$ cat config.mk
export PLATFORM = sky130hd
export DESIGN_NAME = sem_supply_pins
export DESIGN_NICKNAME = d
export VERILOG_FILES = /design/src/verilog/sem_pkg.sv /design/src/verilog/sem_supply_pins.sv
export VERILOG_INCLUDE_DIRS = /design/src /design/src/verilog
export SDC_FILE = /design/constraint.sdc
export NUM_CORES = 1
export LEC_CHECK = 0
export BUFFER_PORTS_ARGS = -buffer_cell sky130_fd_sc_hd__buf_2
export CAP_MARGIN = 20
export CORE_MARGIN = 10
export CORE_UTILIZATION = 35
export DETAILED_ROUTE_END_ITERATION = 6
export GPL_TIMING_DRIVEN = 1
export SYNTH_ARGS = -nofsm -noshare
export SYNTH_HDL_FRONTEND = slang
export SYNTH_SLANG_ARGS = --single-unit
$ cat constraint.sdc
create_clock -name core_clk_in -period 2.8 [get_ports core_clk_in]
set_input_delay 0.14 -clock core_clk_in [delete_from_list [all_inputs] [get_ports core_clk_in]]
set_output_delay 0.14 -clock core_clk_in [all_outputs]
set_load 0.01 [all_outputs]
$ cat src/verilog/sem_defines.svh
// register offsets, reset values and timing counts of the supply enable block
`ifndef SEM_DEFINES_SVH
`define SEM_DEFINES_SVH

`define SEM_ADDR_W 12
`define SEM_NUM_PSEN 12
`define SEM_NUM_PWM 8
`define SEM_NUM_FLT 3

`define SEM_PSEN_POL_OFS 12'h000
`define SEM_PSEN_OD_OFS 12'h004
`define SEM_PSEN_GPO_OFS 12'h008
`define SEM_PSEN_DRIVE_OFS 12'h00c
`define SEM_PWM_EN_OFS 12'h010
`define SEM_PWM_GPO_OFS 12'h014
`define SEM_PWM_GVAL_OFS 12'h018
`define SEM_PWM_DUTY0_OFS 12'h01c
`define SEM_PWM_DUTY7_OFS 12'h038
`define SEM_FLT_ASSERT0_OFS 12'h03c
`define SEM_FLT_SHDN0_OFS 12'h048
`define SEM_IRQ_STATUS_OFS 12'h054
`define SEM_IRQ_MASK_OFS 12'h058
`define SEM_PIN_STATE_OFS 12'h05c

`define SEM_PSEN_POL_RST 12'hfff
`define SEM_DUTY_FULL 8'hff
`define SEM_PWM_CNT_MAX 8'hfe

`define SEM_CLK_MHZ 200
`define SEM_PWM_STEP_NS 100
`define SEM_PWM_DIV ((`SEM_PWM_STEP_NS * `SEM_CLK_MHZ) / 1000)

`endif

$ cat src/verilog/sem_pkg.sv
// types of the supply enable, margin and fault line block
`include "sem_defines.svh"

package sem_pkg;

	typedef struct packed {
		logic psel;
		logic penable;
		logic pwrite;
		logic [`SEM_ADDR_W-1:0] paddr;
		logic [31:0] pwdata;
	} sem_apb_req_t;

	typedef struct packed {
		logic pready;
		logic [31:0] prdata;
		logic pslverr;
	} sem_apb_rsp_t;

	typedef struct packed {
		logic [`SEM_NUM_PSEN-1:0] val;
		logic [`SEM_NUM_PSEN-1:0] oe_n;
	} sem_psen_pins_t;

	typedef struct packed {
		logic [`SEM_NUM_PWM-1:0] val;
		logic [`SEM_NUM_PWM-1:0] oe_n;
	} sem_pwm_pins_t;

	typedef struct packed {
		logic [`SEM_NUM_FLT-1:0] val;
		logic [`SEM_NUM_FLT-1:0] oe_n;
	} sem_flt_pins_t;

	typedef struct packed {
		logic [`SEM_NUM_PSEN-1:0] psen_pol;
		logic [`SEM_NUM_PSEN-1:0] psen_od;
		logic [`SEM_NUM_PSEN-1:0] psen_gpo;
		logic [`SEM_NUM_PSEN-1:0] psen_drive;
		logic [`SEM_NUM_PWM-1:0] pwm_en;
		logic [`SEM_NUM_PWM-1:0] pwm_gpo;
		logic [`SEM_NUM_PWM-1:0] pwm_gval;
		logic [`SEM_NUM_PWM-1:0][7:0] pwm_duty;
		logic [`SEM_NUM_FLT-1:0][`SEM_NUM_PSEN-1:0] flt_assert;
		logic [`SEM_NUM_FLT-1:0][`SEM_NUM_PSEN-1:0] flt_shdn;
		logic [3:0] irq_status;
		logic [3:0] irq_mask;
		logic [`SEM_NUM_FLT-1:0] flt_sync1;
		logic [`SEM_NUM_FLT-1:0] flt_sync2;
		logic [`SEM_NUM_FLT-1:0] flt_prev;
		logic shdn_prev;
		logic active;
		logic [1:0] mon_hist;
		logic [7:0] pre_cnt;
		logic [7:0] pwm_cnt;
		logic [31:0] prdata;
		logic pslverr;
	} sem_state_t;

endpackage : sem_pkg

$ cat src/verilog/sem_supply_pins.sv
// supply enable, margin pulse and shared fault line pin logic with apb registers
//
// Added by the designer: the APB interface to the registers and the address map.
`include "sem_defines.svh"
`timescale 1ns/1ps
`default_nettype none

module sem_supply_pins (
	// clock and reset
	input wire logic core_clk_in,
	input wire logic rstn_in,
	// apb slave
	input wire sem_pkg::sem_apb_req_t apb_req_in,
	output sem_pkg::sem_apb_rsp_t apb_rsp_out,
	// status from the monitoring engine, same clock
	input wire logic recall_done_in,
	input wire logic monitor_active_in,
	input wire logic [`SEM_NUM_PSEN-1:0] chan_fault_in,
	// pins
	output sem_pkg::sem_psen_pins_t psen_pins_out,
	output sem_pkg::sem_pwm_pins_t pwm_pins_out,
	output sem_pkg::sem_flt_pins_t flt_pins_out,
	input wire logic [`SEM_NUM_FLT-1:0] flt_pins_in,
	// channel shutdown and interrupt
	output logic [`SEM_NUM_PSEN-1:0] chan_shutdown_out,
	output logic irq_out
);
	import sem_pkg::*;

	sem_state_t r;
	sem_state_t nxt;
	logic [`SEM_NUM_FLT-1:0] line_fault;
	logic [`SEM_NUM_PSEN-1:0] shdn;
	logic [`SEM_NUM_PSEN-1:0] psen_logic;
	logic [`SEM_NUM_PSEN-1:0] psen_level;
	logic setup;
	logic access_wr;
	logic tick;
	logic [3:0] irq_set;
	logic [`SEM_ADDR_W-1:0] duty_rel;

	assign setup = apb_req_in.psel && !apb_req_in.penable;
	assign access_wr = apb_req_in.psel && apb_req_in.penable && apb_req_in.pwrite;
	assign tick = (r.pre_cnt == 8'(`SEM_PWM_DIV - 1));
	assign duty_rel = apb_req_in.paddr - `SEM_PWM_DUTY0_OFS;

	always_comb begin
		for (int n = 0; n < `SEM_NUM_FLT; n++) begin
			// per line fault map
			// line fault map
			line_fault[n] = |(chan_fault_in & r.flt_assert[n]);
		end
		shdn = '0;
		for (int n = 0; n < `SEM_NUM_FLT; n++) begin
			// shutdown on line
			// our own pull still shows in the synchroniser for two cycles after start
			if (monitor_active_in && r.mon_hist[1] && !r.flt_sync2[n]) begin
				shdn = shdn | r.flt_shdn[n];
			end
		end
	end

	assign chan_shutdown_out = shdn;

	always_comb begin
		nxt = r;
		irq_set = '0;
		nxt.active = r.active | recall_done_in;
		nxt.flt_sync1 = flt_pins_in;
		nxt.flt_sync2 = r.flt_sync1;
		nxt.flt_prev = r.flt_sync2;
		nxt.shdn_prev = |shdn;
		nxt.mon_hist = {r.mon_hist[0], monitor_active_in};
		if (monitor_active_in) begin
			irq_set[2:0] = r.flt_prev & ~r.flt_sync2;
		end
		irq_set[3] = (|shdn) && !r.shdn_prev;
		nxt.pre_cnt = tick ? 8'h00 : r.pre_cnt + 8'h01;
		if (tick) begin
			nxt.pwm_cnt = (r.pwm_cnt == `SEM_PWM_CNT_MAX) ? 8'h00 : r.pwm_cnt + 8'h01;
		end
		if (setup) begin
			nxt.pslverr = 1'b0;
			unique case (apb_req_in.paddr)
				`SEM_PSEN_POL_OFS: nxt.prdata = {20'h00000, r.psen_pol};
				`SEM_PSEN_OD_OFS: nxt.prdata = {20'h00000, r.psen_od};
				`SEM_PSEN_GPO_OFS: nxt.prdata = {20'h00000, r.psen_gpo};
				`SEM_PSEN_DRIVE_OFS: nxt.prdata = {20'h00000, r.psen_drive};
				`SEM_PWM_EN_OFS: nxt.prdata = {24'h000000, r.pwm_en};
				`SEM_PWM_GPO_OFS: nxt.prdata = {24'h000000, r.pwm_gpo};
				`SEM_PWM_GVAL_OFS: nxt.prdata = {24'h000000, r.pwm_gval};
				`SEM_IRQ_STATUS_OFS: nxt.prdata = {28'h0000000, r.irq_status};
				`SEM_IRQ_MASK_OFS: nxt.prdata = {28'h0000000, r.irq_mask};
				`SEM_PIN_STATE_OFS: nxt.prdata = {15'h0000, shdn, r.flt_sync2,
					monitor_active_in, r.active};
				default: begin
					nxt.prdata = 32'h00000000;
					nxt.pslverr = 1'b1;
					if (apb_req_in.paddr >= `SEM_PWM_DUTY0_OFS &&
						apb_req_in.paddr <= `SEM_PWM_DUTY7_OFS &&
						apb_req_in.paddr[1:0] == 2'h0) begin
						nxt.prdata = {24'h000000, r.pwm_duty[duty_rel[4:2]]};
						nxt.pslverr = 1'b0;
					end
					for (int n = 0; n < `SEM_NUM_FLT; n++) begin
						if (apb_req_in.paddr == `SEM_FLT_ASSERT0_OFS + `SEM_ADDR_W'(4 * n)) begin
							nxt.prdata = {20'h00000, r.flt_assert[n]};
							nxt.pslverr = 1'b0;
						end
						if (apb_req_in.paddr == `SEM_FLT_SHDN0_OFS + `SEM_ADDR_W'(4 * n)) begin
							nxt.prdata = {20'h00000, r.flt_shdn[n]};
							nxt.pslverr = 1'b0;
						end
					end
				end
			endcase
		end
		nxt.irq_status = r.irq_status | irq_set;
		if (access_wr && !r.pslverr) begin
			unique case (apb_req_in.paddr)
				`SEM_PSEN_POL_OFS: nxt.psen_pol = apb_req_in.pwdata[11:0];
				`SEM_PSEN_OD_OFS: nxt.psen_od = apb_req_in.pwdata[11:0];
				`SEM_PSEN_GPO_OFS: nxt.psen_gpo = apb_req_in.pwdata[11:0];
				`SEM_PSEN_DRIVE_OFS: nxt.psen_drive = apb_req_in.pwdata[11:0];
				`SEM_PWM_EN_OFS: nxt.pwm_en = apb_req_in.pwdata[7:0];
				`SEM_PWM_GPO_OFS: nxt.pwm_gpo = apb_req_in.pwdata[7:0];
				`SEM_PWM_GVAL_OFS: nxt.pwm_gval = apb_req_in.pwdata[7:0];
				// set wins over the write-one clear
				`SEM_IRQ_STATUS_OFS: nxt.irq_status = (r.irq_status & ~apb_req_in.pwdata[3:0])
					| irq_set;
				`SEM_IRQ_MASK_OFS: nxt.irq_mask = apb_req_in.pwdata[3:0];
				default: begin
					if (apb_req_in.paddr >= `SEM_PWM_DUTY0_OFS &&
						apb_req_in.paddr <= `SEM_PWM_DUTY7_OFS) begin
						nxt.pwm_duty[duty_rel[4:2]] = apb_req_in.pwdata[7:0];
					end
					for (int n = 0; n < `SEM_NUM_FLT; n++) begin
						if (apb_req_in.paddr == `SEM_FLT_ASSERT0_OFS + `SEM_ADDR_W'(4 * n)) begin
							nxt.flt_assert[n] = apb_req_in.pwdata[11:0];
						end
						if (apb_req_in.paddr == `SEM_FLT_SHDN0_OFS + `SEM_ADDR_W'(4 * n)) begin
							nxt.flt_shdn[n] = apb_req_in.pwdata[11:0];
						end
					end
				end
			endcase
		end
	end

	always_ff @(posedge core_clk_in or negedge rstn_in) begin
		if (!rstn_in) begin
			r <= '0;
			r.psen_pol <= `SEM_PSEN_POL_RST;
			r.flt_sync1 <= '1;
			r.flt_sync2 <= '1;
			r.flt_prev <= '1;
		end else begin
			r <= nxt;
		end
	end

	assign apb_rsp_out = '{pready: apb_req_in.psel && apb_req_in.penable,
		prdata: r.prdata,
		pslverr: apb_req_in.psel && apb_req_in.penable && r.pslverr};
	assign irq_out = |(r.irq_status & r.irq_mask);

	assign psen_logic = (r.psen_gpo & r.psen_drive) | (~r.psen_gpo & r.psen_drive & ~shdn);
	assign psen_level = ~(psen_logic ^ r.psen_pol);

	always_comb begin
		for (int i = 0; i < `SEM_NUM_PSEN; i++) begin
			if (!r.active) begin
				psen_pins_out.val[i] = 1'b0;
				psen_pins_out.oe_n[i] = 1'b1;
			end else if (r.psen_od[i]) begin
				psen_pins_out.val[i] = 1'b0;
				psen_pins_out.oe_n[i] = psen_level[i];
			end else begin
				psen_pins_out.val[i] = psen_level[i];
				psen_pins_out.oe_n[i] = 1'b0;
			end
		end
		for (int i = 0; i < `SEM_NUM_PWM; i++) begin
			pwm_pins_out.val[i] = 1'b0;
			pwm_pins_out.oe_n[i] = 1'b1;
			if (r.active && r.pwm_gpo[i]) begin
				pwm_pins_out.val[i] = r.pwm_gval[i];
				pwm_pins_out.oe_n[i] = 1'b0;
			end else if (r.active && r.pwm_en[i]) begin
				pwm_pins_out.val[i] = (r.pwm_cnt < r.pwm_duty[i]);
				pwm_pins_out.oe_n[i] = 1'b0;
			end
		end
		for (int n = 0; n < `SEM_NUM_FLT; n++) begin
			flt_pins_out.val[n] = 1'b0;
			flt_pins_out.oe_n[n] = !(r.active && (!monitor_active_in || line_fault[n]));
		end
	end
endmodule : sem_supply_pins
`default_nettype wire

# Word level (Yosys, flattened, before mapping)
# Index checks and enable logic that the tools add are counted.
[totals]
reg_bits = 278
output_inout_bits = 93
word_cells = 259
[classes]
n_addsub = 3
n_lt_le_gt_ge = 12
n_reduce_logical = 69
muxes = 103
n_eq_ne = 17
bitwise_logic = 22
[ops]
columns = ["op", "n"]
rows = [
  ["32-bit one-hot mux with 10 select lines", 1],
  ["33-bit two-way mux", 5],
  ["12-bit by 7-bit == test with 1-bit output, second input constant", 8],
  ["1-bit two-way mux", 81],
  ["12-bit AND", 6],
  ["64-bit bitwise mux", 1],
  ["8-bit less-than comparator", 8],
  ["12-bit OR reduction", 4],
  ["8-bit two-way mux", 5],
  ["12-bit by 5-bit == test with 1-bit output, second input constant", 3],
  ["12-bit two-way mux", 3],
  ["12-bit inverter", 3],
  ["12-bit OR", 3],
  ["1-bit logical AND", 32],
  ["8-bit binary-select mux with 3-bit select", 1],
  ["8-bit demux with 3-bit select", 1],
  ["12-bit by 4-bit == test with 1-bit output, second input constant", 2],
  ["3-bit AND reduction", 7],
  ["8-bit by 1-bit adder with 8-bit output, second input constant", 2],
  ["2-bit AND reduction", 8],
  ["13-bit two-way mux", 1],
  ["12-bit by 3-bit == test with 1-bit output, second input constant", 1],
  ["12-bit by 6-bit == test with 1-bit output, second input constant", 1],
  ["12-bit by 5-bit >= comparator with 1-bit output, second input constant", 1],
  ["24 further kinds", 38],
]

# Depth between registers and ports, before layout
[depth]
ltp_word = 14
depth_mapped = 11
ltp_nobuf = 8

# Worst setup path before layout
# No wires, ideal clock.
[synth_timing]
path_type = "input-to-reg"
startpoint = "input apb_req_in[34] (netlist bit)"
endpoint = "register r[150] (netlist bit)"
t_required_ps = 2675
arrival_time_ps = 2164
path_buffers = 1
stages = 9
slack_ps = 511
cell_sequence = "inv_2 -> ha_1 -> buf_2 -> nor3b_2 -> o31ai_1 -> a21oi_4 -> nand4_4 -> nor3_4 -> mux2_2"
[synth_via]
elab_chain_cells = 6
[synth_lines]
columns = ["item", "line_no", "source"]
rows = [
  ["start, declared", "sem_supply_pins.sv:13", "input wire sem_pkg::sem_apb_req_t apb_req_in,"],
  ["5-bit subtractor (no line)", "--", ""],
  ["3-bit by 4-bit less-than comparator with 1-bit output (not written as such) or 3-bit by 1-bit >= comparator with 1-bit output (tied branches)", "sem_supply_pins.sv:135", "nxt.pwm_duty[duty_rel[4:2]] = apb_req_in.pwdata[7:0];"],
  ["1-bit logical AND (not written as such)", "sem_supply_pins.sv:135", ""],
  ["8-bit two-way mux (not written as such)", "sem_supply_pins.sv:135", ""],
  ["8-bit demux with 3-bit select", "sem_supply_pins.sv:135", ""],
  ["64-bit bitwise mux", "sem_supply_pins.sv:135", ""],
  ["end signal, assigned", "sem_supply_pins.sv:158", "r <= nxt;"],
  ["end, declared", "sem_supply_pins.sv:30", "sem_state_t r;"],
]
# Several ways; a longest one is shown, not always the timed one.
# A chain may end at the register's enable or synchronous reset.

==> reports/metrics.cfg <==
[die]
start_util_pct = 35.7
ioPinCount = 159
die_x_um = 230
die_area_um2 = 53000
row_count = 76
fp.dieH_um = 230
core-area_um2 = 43400

[cells_and_area]
fin_area_um2 = 18400
areaGrowthSynthToFinish_pct = 18.9
layout-drive-gt1-share_pct = 36.3
layout.nets = 1736
fin_cells = 2216

[timing]
hold_viol = 0
worstMarginPinSlew_ns = 0.792
fmax_mhz = 365
slew_headroom_pct = 46.7
post-route-min-period_ns = 2.74
finalMaxSlewViolations = 0
setup_viol = 0
clock_skew_ns = 0.0120
period_share_pct = 97.7
fin_ws_ns = 0.0635
hold-worst-slack_ns = 0.0364

[critical_path]
crit_arrival_ns = 2.60
crit_slowest_cell = dfstp_2
crit_top_cell = a21oi_1
cp.required_ns = 2.66
crit_fanout = 6
crit_type = register to output pin
cp-start-kind = register
max_stage_delay_ns = 0.55
crit_chain = clkbuf_4 -> nand2b_1 -> a21oi_1 -> a21oi_1 -> buf_4 -> o21ai_0 -> xor2_1 -> a21bo_2 -> buf_2
endpoint_kind = output pin

[global_routing]
gr-usage-all-layers_pct = 19.7
grt_pass1_wl_mm = 80.9
grt.overflow.total = 0
grt_max_degree = 71
antenna_found_initial = 6
grt_pass1_vias = 12666

[synth]
synth_cell_type_count = 90
synth-warning-count = 0
yosysMostFrequentCell = dfrtp_1
synth_top_area_cell = dfrtp_1
async_flop_share_pct = 100
seq_area_frac_synth_pct = 42.7
synthTopCellsByCount = dfrtp_1, mux2_2, inv_1
ys_ff_latch = 263
netlist_top_cells_area = dfrtp_1, mux2_2, ha_1
synth_top_area_share_pct = 39.2
syn-instance-count = 1441
syn_avg_cell_area_um2 = 10.7
synth_area_um2 = 15500
synth_edf_count = 0
synthFlopType = dfrtp_1

[clocking]
h-tree-depth = 1
clock_latency_ns = 0.57
cts.sinks = 263
path_clk_slew_ns = 0.06
root_buffer = clkbuf_16
clockBufferDepth = 3
cts_tree = yes
cts_made_buffers = 29

[power_and_ir_drop]
pwr_density_cell_nw_per_um2 = 472
leakage_uw = 0.00814
ir_worst_vdd_v = 0.000410
p_total_uw = 8670

[place]
dp_cells = 2148
detailedPlace.worstSlack_ns = 0.0695
place_area_um2 = 17200
io_buffers = 120
gp_congestion = 1.01
hpwl_mm = 40.4

[drt]
num_vias = 12462
drt-initial-drc-count = 1199
drc = 0
detail_route.first_pass.iterations = 6
detail-route-antenna-nets = 0
routed_wl_mm = 53.9
vias_per_cell = 5.62
wl_per_cell_um = 24.3

[job]
maxCapViolCount = 0

[hold_path]
hp-class = primary input to register

[run_status]
status = completed

-- layout by cell type (no fill, tap or decap), drive strengths merged, types with 7 or more instances in the layout --
master	instances
a2111oi	7
nand3	29
buf	223
nand2	80
a21boi	9
nor3	36
nor2	70
a21bo	12
clkinv	7
dlygate4sd3	7
a222oi	8
clkbuf	41
a221oi	7
nand2b	38
o221ai	8
ha	63
inv	81
xnor2	8
dfrtp	242
dfstp	21
and3b	13
a21oi	68
mux2i	9
mux2	212
o21a	11
o31ai	25
xor2	15
o21ai	72
nor4	12
mux4	12
conb	18
a22oi	48
nand4	10
-- cell type report --
class | count | area [um2]
clock inverter | 13 | 216
multi-input combinational | 1000 | 8080
antenna | 2 | 5.00
clock buffer | 40 | 817
sequential | 263 | 6610
fill | 4221 | 25000
inverter | 82 | 308
timing repair buffer | 231 | 1620
tap | 585 | 732
-- what timing repair did --
action,4_1_cts,5_1_grt
setup endpoints to repair,29,21
pin swaps,0,0
endpoints found under the hold margin,126,0
gates resized for setup,10,10
hold buffers,7,0
buffers inserted,0,6
-- per-layer routing --
metal / wire length [um] / GRT usage (%) / vias to the layer above
met1: 24600 / 27.4 / 6278
met3: 3980 / 3.78 / 102
met2: 23600 / 30.1 / 525
met4: 1680 / 6.45 / 8
met5: 52 / 0 / -
li1: - / - / 5549
-- critical path: cells and delay by family, from the launching register on --
kind	cells	cell delay, ns
flip-flops	1	0.55
buffers and inverters	3	0.52
AND/OR/NAND/NOR	1	0.13
XOR/XNOR	1	0.17
AO/OA/AOI/OAI	4	0.66
-- sequential cells by signal, summed over array words and instances (netlist names) --
name / count
apb_rsp_out: 17
nxt: 7
r: 239
-- metrics by stage --
step,utilization (%),TNS (ns)
after detailed placement,39.6,0
final,42.4,0
after floorplan,-,0
after CTS,42.2,0
after global routing,42.4,-0.0381
after global placement,39.6,0
-- power by group --
part / internal, uW / switching (uW) / total [uW]
Clock: 2580 / 1610 / 4190
Sequential: 3840 / 30.9 / 3870
Combinational: 188 / 424 / 613
-- cells by family (layout without fill, tap and decap cells) --
| family | after synthesis | count (layout) | synth area share [%] |
|---|---|---|---|
| AOI/OAI and AO/OA | 331 | 331 | 14.8 |
| xor gates and xnor gates | 23 | 23 | 1.42 |
| adders and majority gates | 63 | 63 | 5.10 |
| buffers and inverters | 195 | 366 | 6.00 |
| DFF | 263 | 263 | 42.7 |
| muxes | 233 | 233 | 17.8 |
| other | 1 | 20 | 0.0243 |
| and+or+nand+nor | 332 | 332 | 12.2 |
-- worst paths after layout --
| check | start | end | slack [ns] | cells past startpoint |
|---|---|---|---|---|
| max in group asynchronous | rstn_in | r[40]$_DFFE_PN0N_ | 1.86 | 3 |
| min reg2reg | nxt[57]$_DFF_PN1_ | nxt[54]$_DFF_PN1_ | 0.36 | 0 |
| min | apb_req_in[8] | r[238]$_DFFE_PN0P_ | 0.04 | 2 |
| min in group asynchronous | rstn_in | r[46]$_DFF_PN0_ | 0.12 | 2 |
| max reg2reg | nxt[54]$_DFF_PN1_ | r[69]$_DFF_PN0_ | 0.30 | 7 |
| max | nxt[54]$_DFF_PN1_ | psen_pins_out[7] | 0.06 | 9 |
(Power assumes the default switching activity.)
